## src/pkg/uart_sb_pkg.sv

```systemverilog
// Purpose: Shared constants for the serial transceiver sideband block.
// Assumes: 32-bit register port with byte addresses, one component clock.
// Notes: Offsets are byte addresses of aligned words.
package uart_sb_pkg;

  // Register map.
  localparam logic [7:0] REG_CTRL = 8'h00;
  localparam logic [7:0] REG_TX_DATA = 8'h04;
  localparam logic [7:0] REG_RX_DATA = 8'h08;
  localparam logic [7:0] REG_STATUS = 8'h0c;
  localparam logic [7:0] REG_IRQ_STAT = 8'h10;
  localparam logic [7:0] REG_IRQ_EN = 8'h14;
  localparam logic [7:0] REG_IRQ_CLR = 8'h18;

  // Control register fields and reset value.
  localparam int CTRL_FLOW_BIT = 0;
  localparam logic CTRL_FLOW_RESET = 1'b0;

  // Interrupt status layout, shared by enable and clear registers.
  localparam int IRQ_W = 4;
  localparam int IRQ_RX_CHAR = 0;
  localparam int IRQ_OVERRUN = 1;
  localparam int IRQ_FRAME = 2;
  localparam int IRQ_TX_DONE = 3;
  localparam logic [IRQ_W-1:0] IRQ_EN_RESET = 4'h0;

  // Status register field positions.
  localparam int STAT_COUNT_LSB = 0;
  localparam int STAT_TX_PEND = 8;
  localparam int STAT_TX_BUSY = 9;
  localparam int STAT_RTS_N = 10;

  // Character frame: start, eight data bits, one stop bit.
  localparam int DATA_BITS = 8;
  localparam logic [3:0] BIT_START = 4'h0;
  localparam logic [3:0] BIT_LAST_DATA = 4'h8;
  localparam logic [3:0] BIT_STOP = 4'h9;

  // Documented defaults.
  localparam int OVS_DEFAULT = 8;
  localparam int RX_DEPTH_DEFAULT = 4;

endpackage

```

## src/verilog/uart_sb_rx_mem.sv

```systemverilog
// Purpose: Small receive character store with registered read data.
// Assumes: One write port and one read port on the component clock.
// Notes: A write to the word being read is passed straight to the output.
`timescale 1ns/100ps
module uart_sb_rx_mem #(
  parameter int WIDTH = 8,
  parameter int DEPTH = 4
) (
  // Clock.
  input wire logic i_sys_clk,
  // Write port.
  input wire logic i_we,
  input wire logic [$clog2(DEPTH)-1:0] i_waddr,
  input wire logic [WIDTH-1:0] i_wdata,
  // Read port.
  input wire logic [$clog2(DEPTH)-1:0] i_raddr,
  output logic [WIDTH-1:0] o_rdata
);

  logic [WIDTH-1:0] store [DEPTH];

  wire bypass = i_we && (i_waddr == i_raddr);

  always_ff @(posedge i_sys_clk) begin
    if (i_we) begin
      store[i_waddr] <= i_wdata;
    end
  end

  always_ff @(posedge i_sys_clk) begin
    o_rdata <= bypass ? i_wdata : store[i_raddr];
  end

endmodule

```

## src/verilog/uart_sb_top.sv

```systemverilog
// Purpose: Serial transceiver sideband logic: flow control and CRC bit taps.
// Assumes: Pins and register port are synchronous to i_sys_clk.
// Notes: i_sys_clk runs at the bit rate times the oversampling factor.
//
// Our own choices: the register addresses and the plain strobed port.
`timescale 1ns/100ps
// How it works
// - Falling clear-to-send raises internal enable promptly.
// - Drive enable registered once more before pin.
// - Start bit leaves with drive enable rising.
// - Transmit strobe rises half bit plus one.
// - Transmit copy lags serial line one cycle.
// - Reset is sampled on the clock edge.
// - Receive strobe rises about mid bit.
// - Receive event follows stop bit sampling by two cycles.
// - Receive copy lags input by one cycle.
// - Full receive store deasserts request-to-send.
// - Character stored cycle after last strobe.
// - Every bit spans oversampling-factor clock cycles.
// - Start edge resets counters; sample fourth clock.
module uart_sb_top
  import uart_sb_pkg::*;
#(
  parameter int OVS = OVS_DEFAULT,
  parameter int RX_DEPTH = RX_DEPTH_DEFAULT
) (
  // Clock and reset.
  input wire logic i_sys_clk,
  input wire logic i_sys_rst,
  // Register port.
  input wire logic [7:0] i_addr,
  input wire logic [31:0] i_wr_data,
  input wire logic i_wr,
  input wire logic i_rd,
  output logic [31:0] o_rd_data,
  // Serial link and flow control.
  input wire logic i_rx,
  input wire logic i_cts_n,
  output logic o_tx,
  output logic o_tx_en,
  output logic o_rts_n,
  // CRC taps and events.
  output logic o_tx_crc_clk,
  output logic o_tx_crc_data,
  output logic o_rx_crc_clk,
  output logic o_rx_crc_data,
  output logic o_rx_done,
  output logic o_irq
);

  if (OVS != 8 && OVS != 16) begin : g_bad_ovs
    $error("OVS must be 8 or 16");
  end
  if (RX_DEPTH < 2 || RX_DEPTH > 128 || (RX_DEPTH & (RX_DEPTH - 1)) != 0) begin : g_bad_depth
    $error("RX_DEPTH must be a power of two from 2 to 128");
  end

  localparam int TICK_W = $clog2(OVS);
  localparam int AW = $clog2(RX_DEPTH);
  localparam logic [TICK_W-1:0] TICK_LAST = TICK_W'(OVS - 1);
  localparam logic [TICK_W-1:0] TX_STROBE_TICK = TICK_W'(OVS / 2);
  localparam logic [TICK_W-1:0] RX_SAMPLE_TICK = TICK_W'(OVS / 2 - 2);
  localparam logic [AW:0] FULL_COUNT = (AW+1)'(RX_DEPTH);
  localparam int RX_SAMPLE_DLY = OVS / 2 - 1;
  localparam int TX_STROBE_DLY = OVS / 2 + 1;

  typedef enum logic [1:0] {TX_IDLE, TX_ARM, TX_SHIFT} tx_state_type;
  typedef enum logic {RX_IDLE, RX_RECV} rx_state_type;

  //////////////////////////////////////////////////////////////////////////////
  // Register port decode.

  logic flow_en;
  logic [IRQ_W-1:0] irq_stat;
  logic [IRQ_W-1:0] irq_en;
  logic [DATA_BITS-1:0] tx_hold;
  logic tx_pend;
  logic [AW:0] rx_count;
  logic [AW-1:0] rd_ptr;
  logic [AW-1:0] wr_ptr;
  logic [DATA_BITS-1:0] mem_q;
  tx_state_type tx_state;
  rx_state_type rx_state;

  wire wr_ctrl = i_wr && (i_addr == REG_CTRL);
  wire wr_tx = i_wr && (i_addr == REG_TX_DATA);
  wire wr_en = i_wr && (i_addr == REG_IRQ_EN);
  wire wr_clr = i_wr && (i_addr == REG_IRQ_CLR);
  wire rd_rx = i_rd && (i_addr == REG_RX_DATA);

  wire [31:0] status_word = {21'h000000, o_rts_n, (tx_state != TX_IDLE), tx_pend,
                             {(8 - AW - 1){1'b0}}, rx_count};
  wire [31:0] read_mux =
    (i_addr == REG_CTRL) ? {31'h00000000, flow_en} :
    (i_addr == REG_RX_DATA) ? ((rx_count != '0) ? {24'h000000, mem_q} : 32'h00000000) :
    (i_addr == REG_STATUS) ? status_word :
    (i_addr == REG_IRQ_STAT) ? {28'h0000000, irq_stat} :
    (i_addr == REG_IRQ_EN) ? {28'h0000000, irq_en} :
    32'h00000000;

  wire next_flow_en = wr_ctrl ? i_wr_data[CTRL_FLOW_BIT] : flow_en;
  wire [IRQ_W-1:0] next_irq_en = wr_en ? i_wr_data[IRQ_W-1:0] : irq_en;

  always_ff @(posedge i_sys_clk) begin
    if (i_sys_rst) begin
      o_rd_data <= 32'h00000000;
      flow_en <= CTRL_FLOW_RESET;
      irq_en <= IRQ_EN_RESET;
    end else begin
      o_rd_data <= i_rd ? read_mux : 32'h00000000;
      flow_en <= next_flow_en;
      irq_en <= next_irq_en;
    end
  end

  //////////////////////////////////////////////////////////////////////////////
  // Transmitter.

  logic tx_en_int;
  logic [TICK_W-1:0] tx_tick;
  logic [3:0] tx_bit;
  wire [DATA_BITS+1:0] tx_frame = {1'b1, tx_hold, 1'b0};
  wire tx_go = (tx_state == TX_IDLE) && tx_pend && !i_cts_n;
  wire tx_wrap = (tx_state == TX_SHIFT) && (tx_tick == TICK_LAST);
  wire tx_done_ev = tx_wrap && (tx_bit == BIT_STOP);
  wire [3:0] tx_bit_inc = tx_bit + 4'h1;
  wire tx_in_data = (tx_bit != BIT_START) && (tx_bit <= BIT_LAST_DATA);

  always_ff @(posedge i_sys_clk) begin
    if (i_sys_rst) begin
      tx_state <= TX_IDLE;
      tx_en_int <= 1'b0;
      tx_pend <= 1'b0;
      tx_hold <= '0;
      tx_tick <= '0;
      tx_bit <= BIT_START;
      o_tx <= 1'b1;
      o_tx_en <= 1'b0;
      o_tx_crc_clk <= 1'b0;
      o_tx_crc_data <= 1'b1;
    end else begin
      o_tx_en <= tx_en_int;
      o_tx_crc_data <= o_tx;
      o_tx_crc_clk <= (tx_state == TX_SHIFT) && tx_in_data && (tx_tick == TX_STROBE_TICK);
      if (wr_tx && !tx_pend) begin
        tx_hold <= i_wr_data[DATA_BITS-1:0];
        tx_pend <= 1'b1;
      end
      case (tx_state)
        TX_IDLE: begin
          if (tx_go) begin
            tx_state <= TX_ARM;
            tx_en_int <= 1'b1;
          end
        end
        TX_ARM: begin
          tx_state <= TX_SHIFT;
          tx_pend <= 1'b0;
          tx_tick <= '0;
          tx_bit <= BIT_START;
          o_tx <= tx_frame[0];
        end
        default: begin
          tx_tick <= tx_wrap ? '0 : tx_tick + 1'b1;
          if (tx_done_ev) begin
            tx_state <= TX_IDLE;
            tx_en_int <= 1'b0;
          end else if (tx_wrap) begin
            tx_bit <= tx_bit_inc;
            o_tx <= tx_frame[tx_bit_inc];
          end
        end
      endcase
    end
  end

  //////////////////////////////////////////////////////////////////////////////
  // Receiver.

  logic [TICK_W-1:0] rx_tick;
  logic [3:0] rx_bit;
  logic [DATA_BITS-1:0] rx_shift;
  logic rx_strobe_pre;
  logic rx_stop_pre;
  logic rx_last_pre;
  logic rx_last_q;
  logic rx_frame_err;
  wire rx_fall = (rx_state == RX_IDLE) && o_rx_crc_data && !i_rx;
  wire rx_sample = (rx_state == RX_RECV) && (rx_tick == RX_SAMPLE_TICK);
  wire rx_data_bit = (rx_bit != BIT_START) && (rx_bit <= BIT_LAST_DATA);
  wire rx_stop_sample = rx_sample && (rx_bit == BIT_STOP);
  wire rx_push = rx_last_q;

  always_ff @(posedge i_sys_clk) begin
    if (i_sys_rst) begin
      rx_state <= RX_IDLE;
      rx_tick <= '0;
      rx_bit <= BIT_START;
      rx_shift <= '0;
      rx_strobe_pre <= 1'b0;
      rx_stop_pre <= 1'b0;
      rx_last_pre <= 1'b0;
      rx_last_q <= 1'b0;
      rx_frame_err <= 1'b0;
      o_rx_crc_data <= 1'b1;
      o_rx_crc_clk <= 1'b0;
      o_rx_done <= 1'b0;
    end else begin
      o_rx_crc_data <= i_rx;
      rx_strobe_pre <= rx_sample && rx_data_bit;
      o_rx_crc_clk <= rx_strobe_pre;
      rx_stop_pre <= rx_stop_sample;
      o_rx_done <= rx_stop_pre;
      rx_frame_err <= rx_stop_sample && !i_rx;
      rx_last_pre <= rx_sample && (rx_bit == BIT_LAST_DATA);
      rx_last_q <= rx_last_pre;
      case (rx_state)
        RX_IDLE: begin
          if (rx_fall) begin
            rx_state <= RX_RECV;
            rx_tick <= '0;
            rx_bit <= BIT_START;
          end
        end
        default: begin
          rx_tick <= (rx_tick == TICK_LAST) ? '0 : rx_tick + 1'b1;
          if (rx_tick == TICK_LAST) begin
            rx_bit <= rx_bit + 4'h1;
          end
          if (rx_sample && rx_data_bit) begin
            rx_shift <= {i_rx, rx_shift[DATA_BITS-1:1]};
          end
          if (rx_stop_sample || (rx_sample && rx_bit == BIT_START && i_rx)) begin
            rx_state <= RX_IDLE;
          end
        end
      endcase
    end
  end

  //////////////////////////////////////////////////////////////////////////////
  // Receive store, flow control and interrupts.

  wire rx_full = (rx_count == FULL_COUNT);
  wire push_ok = rx_push && !rx_full;
  wire pop = rd_rx && (rx_count != '0);
  wire [AW-1:0] next_rd_ptr = pop ? rd_ptr + 1'b1 : rd_ptr;
  wire [AW:0] next_count = rx_count + (AW+1)'(push_ok) - (AW+1)'(pop);
  wire next_full = (next_count == FULL_COUNT);

  logic [IRQ_W-1:0] irq_ev;
  always_comb begin
    irq_ev = '0;
    irq_ev[IRQ_RX_CHAR] = push_ok;
    irq_ev[IRQ_OVERRUN] = rx_push && rx_full;
    irq_ev[IRQ_FRAME] = rx_frame_err;
    irq_ev[IRQ_TX_DONE] = tx_done_ev;
  end
  wire [IRQ_W-1:0] clr_mask = wr_clr ? i_wr_data[IRQ_W-1:0] : '0;
  wire [IRQ_W-1:0] next_irq_stat = (irq_stat & ~clr_mask) | irq_ev;

  uart_sb_rx_mem #(
    .WIDTH(DATA_BITS),
    .DEPTH(RX_DEPTH)
  ) u_rx_mem (
    .i_sys_clk(i_sys_clk),
    .i_we(push_ok),
    .i_waddr(wr_ptr),
    .i_wdata(rx_shift),
    .i_raddr(next_rd_ptr),
    .o_rdata(mem_q)
  );

  always_ff @(posedge i_sys_clk) begin
    if (i_sys_rst) begin
      rx_count <= '0;
      rd_ptr <= '0;
      wr_ptr <= '0;
      irq_stat <= '0;
      o_irq <= 1'b0;
      o_rts_n <= 1'b0;
    end else begin
      rx_count <= next_count;
      rd_ptr <= next_rd_ptr;
      wr_ptr <= push_ok ? wr_ptr + 1'b1 : wr_ptr;
      irq_stat <= next_irq_stat;
      o_irq <= |(next_irq_stat & next_irq_en);
      o_rts_n <= next_flow_en && next_full;
    end
  end
endmodule
```

## config.mk

```make
export PLATFORM = sky130hd
export DESIGN_NAME = uart_sb_top
export DESIGN_NICKNAME = d
export VERILOG_FILES = /design/src/pkg/uart_sb_pkg.sv /design/src/verilog/uart_sb_rx_mem.sv /design/src/verilog/uart_sb_top.sv
export SDC_FILE = /design/constraint.sdc
export NUM_CORES = 1
export LEC_CHECK = 0
export BUFFER_PORTS_ARGS = -buffer_cell sky130_fd_sc_hd__buf_2
export CORE_AREA = 4 4 132 134
export CTS_CLUSTER_DIAMETER = 150
export CTS_CLUSTER_SIZE = 8
export DETAILED_ROUTE_END_ITERATION = 12
export DIE_AREA = 0 0 136 138
export PLACE_DENSITY = 0.59
export SYNTH_ARGS = -nofsm -noshare
export SYNTH_HDL_FRONTEND = slang
export SYNTH_SLANG_ARGS = --single-unit
```

## constraint.sdc

```tcl
create_clock -name i_sys_clk -period 3.4 [get_ports i_sys_clk]
set_clock_uncertainty 0.15 [all_clocks]
set_input_delay 0.51 -clock i_sys_clk [delete_from_list [all_inputs] [get_ports i_sys_clk]]
set_output_delay 0.51 -clock i_sys_clk [all_outputs]
set_load 0.03 [all_outputs]
```

==> run_results.csv <==
group,metric,value,unit
global_route,grt_pass1_vias,3202,
power_and_ir_drop,finalPower,0.00253,W
drt,drc,0,
outcome,status,"complete, no violations",
critical_path,r2r_setup_slack,0.64,ns
clock_network,cts_resized,0,
floorplan,fp-row-count,47,
power_and_ir_drop,peakVddDrop,237,uV
drt,routed_wl,9900,um
critical_path,cp-end-kind,"register",
global_route,gr-total-overflow,0,
synth,synth_area,4790,um2
synth,synth_edf_count,32,
synth,synthFlopType,"dfxtp_1",
sta,post-route-min-period,2.76,ns
critical_path,cp_slowest_stage_delay,0.43,ns
global_route,grt_pass1_wl,16200,um
drt,vias_per_cell,4.67,
global_route,grt_max_degree,34,
drt,firstDrtPassIters,6,
critical_path,cp_slowest_cell,"or3_1",
place,placed_area,5160,um2
global_route,antenna_found_initial,0,
sta,relSlewSlack,0.444,
cells_and_area,multiInputGateArea,2050,um2
sta,fin_crit_sh,0.811,
worst_hold_path,hp-class,"primary input to register",
synth,postSynthCellCount,439,
floorplan,die_h,138,um
floorplan,boundaryPins,87,
clock_network,cts_buffers,9,
clock_network,cts_tree,"done",
power_and_ir_drop,power.leakage,2.10,nW
drt,drt_iter0_markers,277,
cells_and_area,fillers,1625,
cells_and_area,area_growth_syn_to_layout,14.3,%
worst_hold_path,timing.hold.worst_endpoint,"tx_hold[4]$_SDFFE_PP0P_",
sta,slew_violations,0,
synth,ys_ff_latch,110,
floorplan,initial_core_util,0.294,
clock_network,cts_setup_buffers,0,
sta,fmax,363,MHz
critical_path,cp-start-kind,"register",
clock_network,cts_root_buffer,"clkbuf_16",
floorplan,die_w,136,um
cells_and_area,antenna_cells,0,
power_and_ir_drop,p_per_area,463,nW/um2
floorplan,dieArea,18800,um2
synth,yosysSeqAreaShare,0.527,
place,dp_hpwl,7120,um
sta,hold_viol_final,0,
place,io_buffer_count,41,
cells_and_area,fin_nets,544,
worst_hold_path,hold_path.startpoint,"i_wr_data[4]",
place,dpl_worst_slack,0.470,ns
sta,final-setup-viol-count,0,
critical_path,path_buf_inv,1,
critical_path,cp.arrival,2.85,ns
critical_path,critPathKind,"register to register",
critical_path,r2r-start,"rx_count[1]$_SDFF_PP0_",
worst_hold_path,min_path_cells,3,
sta,tightest_slew,0.834,ns
drt,routedWlPerCell,14.0,um
synth,post-synth-top-count-cell,"dfxtp_1",
sta,setup_ws,0.643,ns
synth,synthTopCellsByCount,"dfxtp_1, nor2_1, edfxtp_1, a21oi_1",
critical_path,ff2ff_path_depth,10,
synth,synth_top_area_cell,"dfxtp_1",
synth,async_reset_ff_frac,0,
clock_network,cts_buffer_depth,2,
place,gp_congestion,0.915,
critical_path,reg2reg_to,"o_rts_n$_SDFF_PP0_",
clock_network,cts.sinks,110,
synth,ys.warnings.count,0,
cells_and_area,seqCellArea,2520,um2
global_route,grtUsageTotal,0.107,
critical_path,critical_path.top_delay_family,"simple AND/OR/NAND/NOR gates",
sta,final.setup.tns,0,ns
synth,syn-mean-instance-area,10.9,um2
synth,synth_cell_types,66,
cells_and_area,drive_above_1_share,0.167,
clock_network,hold_buffers,0,
clock_network,clock_latency,0.35,ns
clock_network,cts-htree-levels,3,
drt,vias,3293,
critical_path,path_common_cell,"xnor2_1",
critical_path,critPathRequiredTime,3.49,ns
floorplan,core,16300,um2
synth,synthTopCellsByArea,"dfxtp_1, edfxtp_1, ha_1, mux4_2, nor2_1",
critical_path,worstPathCellList,"or3_1 -> and4b_1 -> nand2_1 -> xnor2_1 -> ha_1 -> inv_1 -> fa_1 -> xor2_1 -> xnor2_1 -> and4bb_2",
synth,synth_top_area_frac,0.326,
drt,ant_nets,0,
sta,rsz0062_at_grt,"no",
critical_path,path_max_fanout,6,
job,cap_viol_max_count,0,
clock_network,clk_pin_slew,0.07,ns
cells_and_area,design_area,5470,um2
sta,timing.hold.ws,0.247,ns
[per-layer routing]
metal / wire length (um) / GRT usage / vias up / share of wire
met1: 4590 / 0.140 / 1589 / 0.46
met4: 150 / 0.0414 / 0 / 0.015
met5: 0 / 0 / - / 0
li1: - / - / 1623 / -
met3: 417 / 0.0269 / 9 / 0.042
met2: 4750 / 0.171 / 72 / 0.48
[flip-flops by register name (all words and copies together), names as in the netlist, 4 cells and up, named ones only]
register / cells
irq_en: 4
u_rx_mem.store: 32
tx_bit: 4
tx_hold: 8
rx_shift: 8
irq_stat: 4
rx_bit: 4
o_rd_data: 11
[report_power, final]
group / switching [W] / internal (W) / total (W)
Combinational: 0.0000771 / 0.0000224 / 0.0000995
Clock: 0.000495 / 0.000589 / 0.00108
Sequential: 0.00000485 / 0.00134 / 0.00135
[worst min-delay path: cells and delay by family]
kind / cells / cell delay, ns
and+or+nand+nor: 1 / 0.07
muxes: 1 / 0.05
buffers and inverters: 1 / 0.07
[layout by cell type, fill, tap and decap left out, types with 9 or more instances in the layout]
cell       instances
dfxtp_1           78
nor2_1            45
buf_2             41
edfxtp_1          32
a21oi_1           23
nand3_1           21
conb_1            21
inv_1             20
ha_1              17
nand2_1           15
o21ai_0           15
mux2i_1           11
and2_1             9
nor2b_1            9
mux4_2             9
clkbuf_16          9
[worst max path at each step]
stage	start	endpoint	slack (ns)	cells past startpoint
after global routing	rx_count[1]$_SDFF_PP0_	o_rts_n$_SDFF_PP0_	0.51	10
after global placement	i_addr[5]	o_rts_n$_SDFF_PP0_	0.54	11
after CTS	rx_count[1]$_SDFF_PP0_	o_rts_n$_SDFF_PP0_	0.66	10
after detailed placement	i_addr[5]	o_rts_n$_SDFF_PP0_	0.47	11
after floorplan	i_addr[5]	o_rts_n$_SDFF_PP0_	0.50	11
final	rx_count[1]$_SDFF_PP0_	o_rts_n$_SDFF_PP0_	0.64	10
[layout make-up]
class,instances,share of cell area
flip-flops and latches,110,0.461
multi-input cells,293,0.374
well taps,220,0.0503
repair buffers,46,0.0444
clock buffers,9,0.0412
clock inverters,7,0.0155
inverters,20,0.0137
[cell families (layout without fill, tap and decap cells)]
logic type | count (synthesis) | after routing | synth area share
and+or+nand+nor | 149 | 149 | 0.174
DFF | 110 | 110 | 0.527
AOI/OAI and AO/OA | 72 | 72 | 0.0991
buffers and inverters | 56 | 82 | 0.0612
muxes | 21 | 21 | 0.0677
adders and majority gates | 18 | 18 | 0.0486
xor gates and xnor gates | 12 | 12 | 0.0220
other | 1 | 21 | 0.000784
[per-stage QoR]
step / utilization / cells
after global routing: 0.336 / 705
after global placement: 0.317 / 689
after floorplan: - / 459
after detailed placement: 0.317 / 689
final: 0.336 / 705
after CTS: 0.336 / 705
Note: power is estimated with default switching activity, not from simulation.
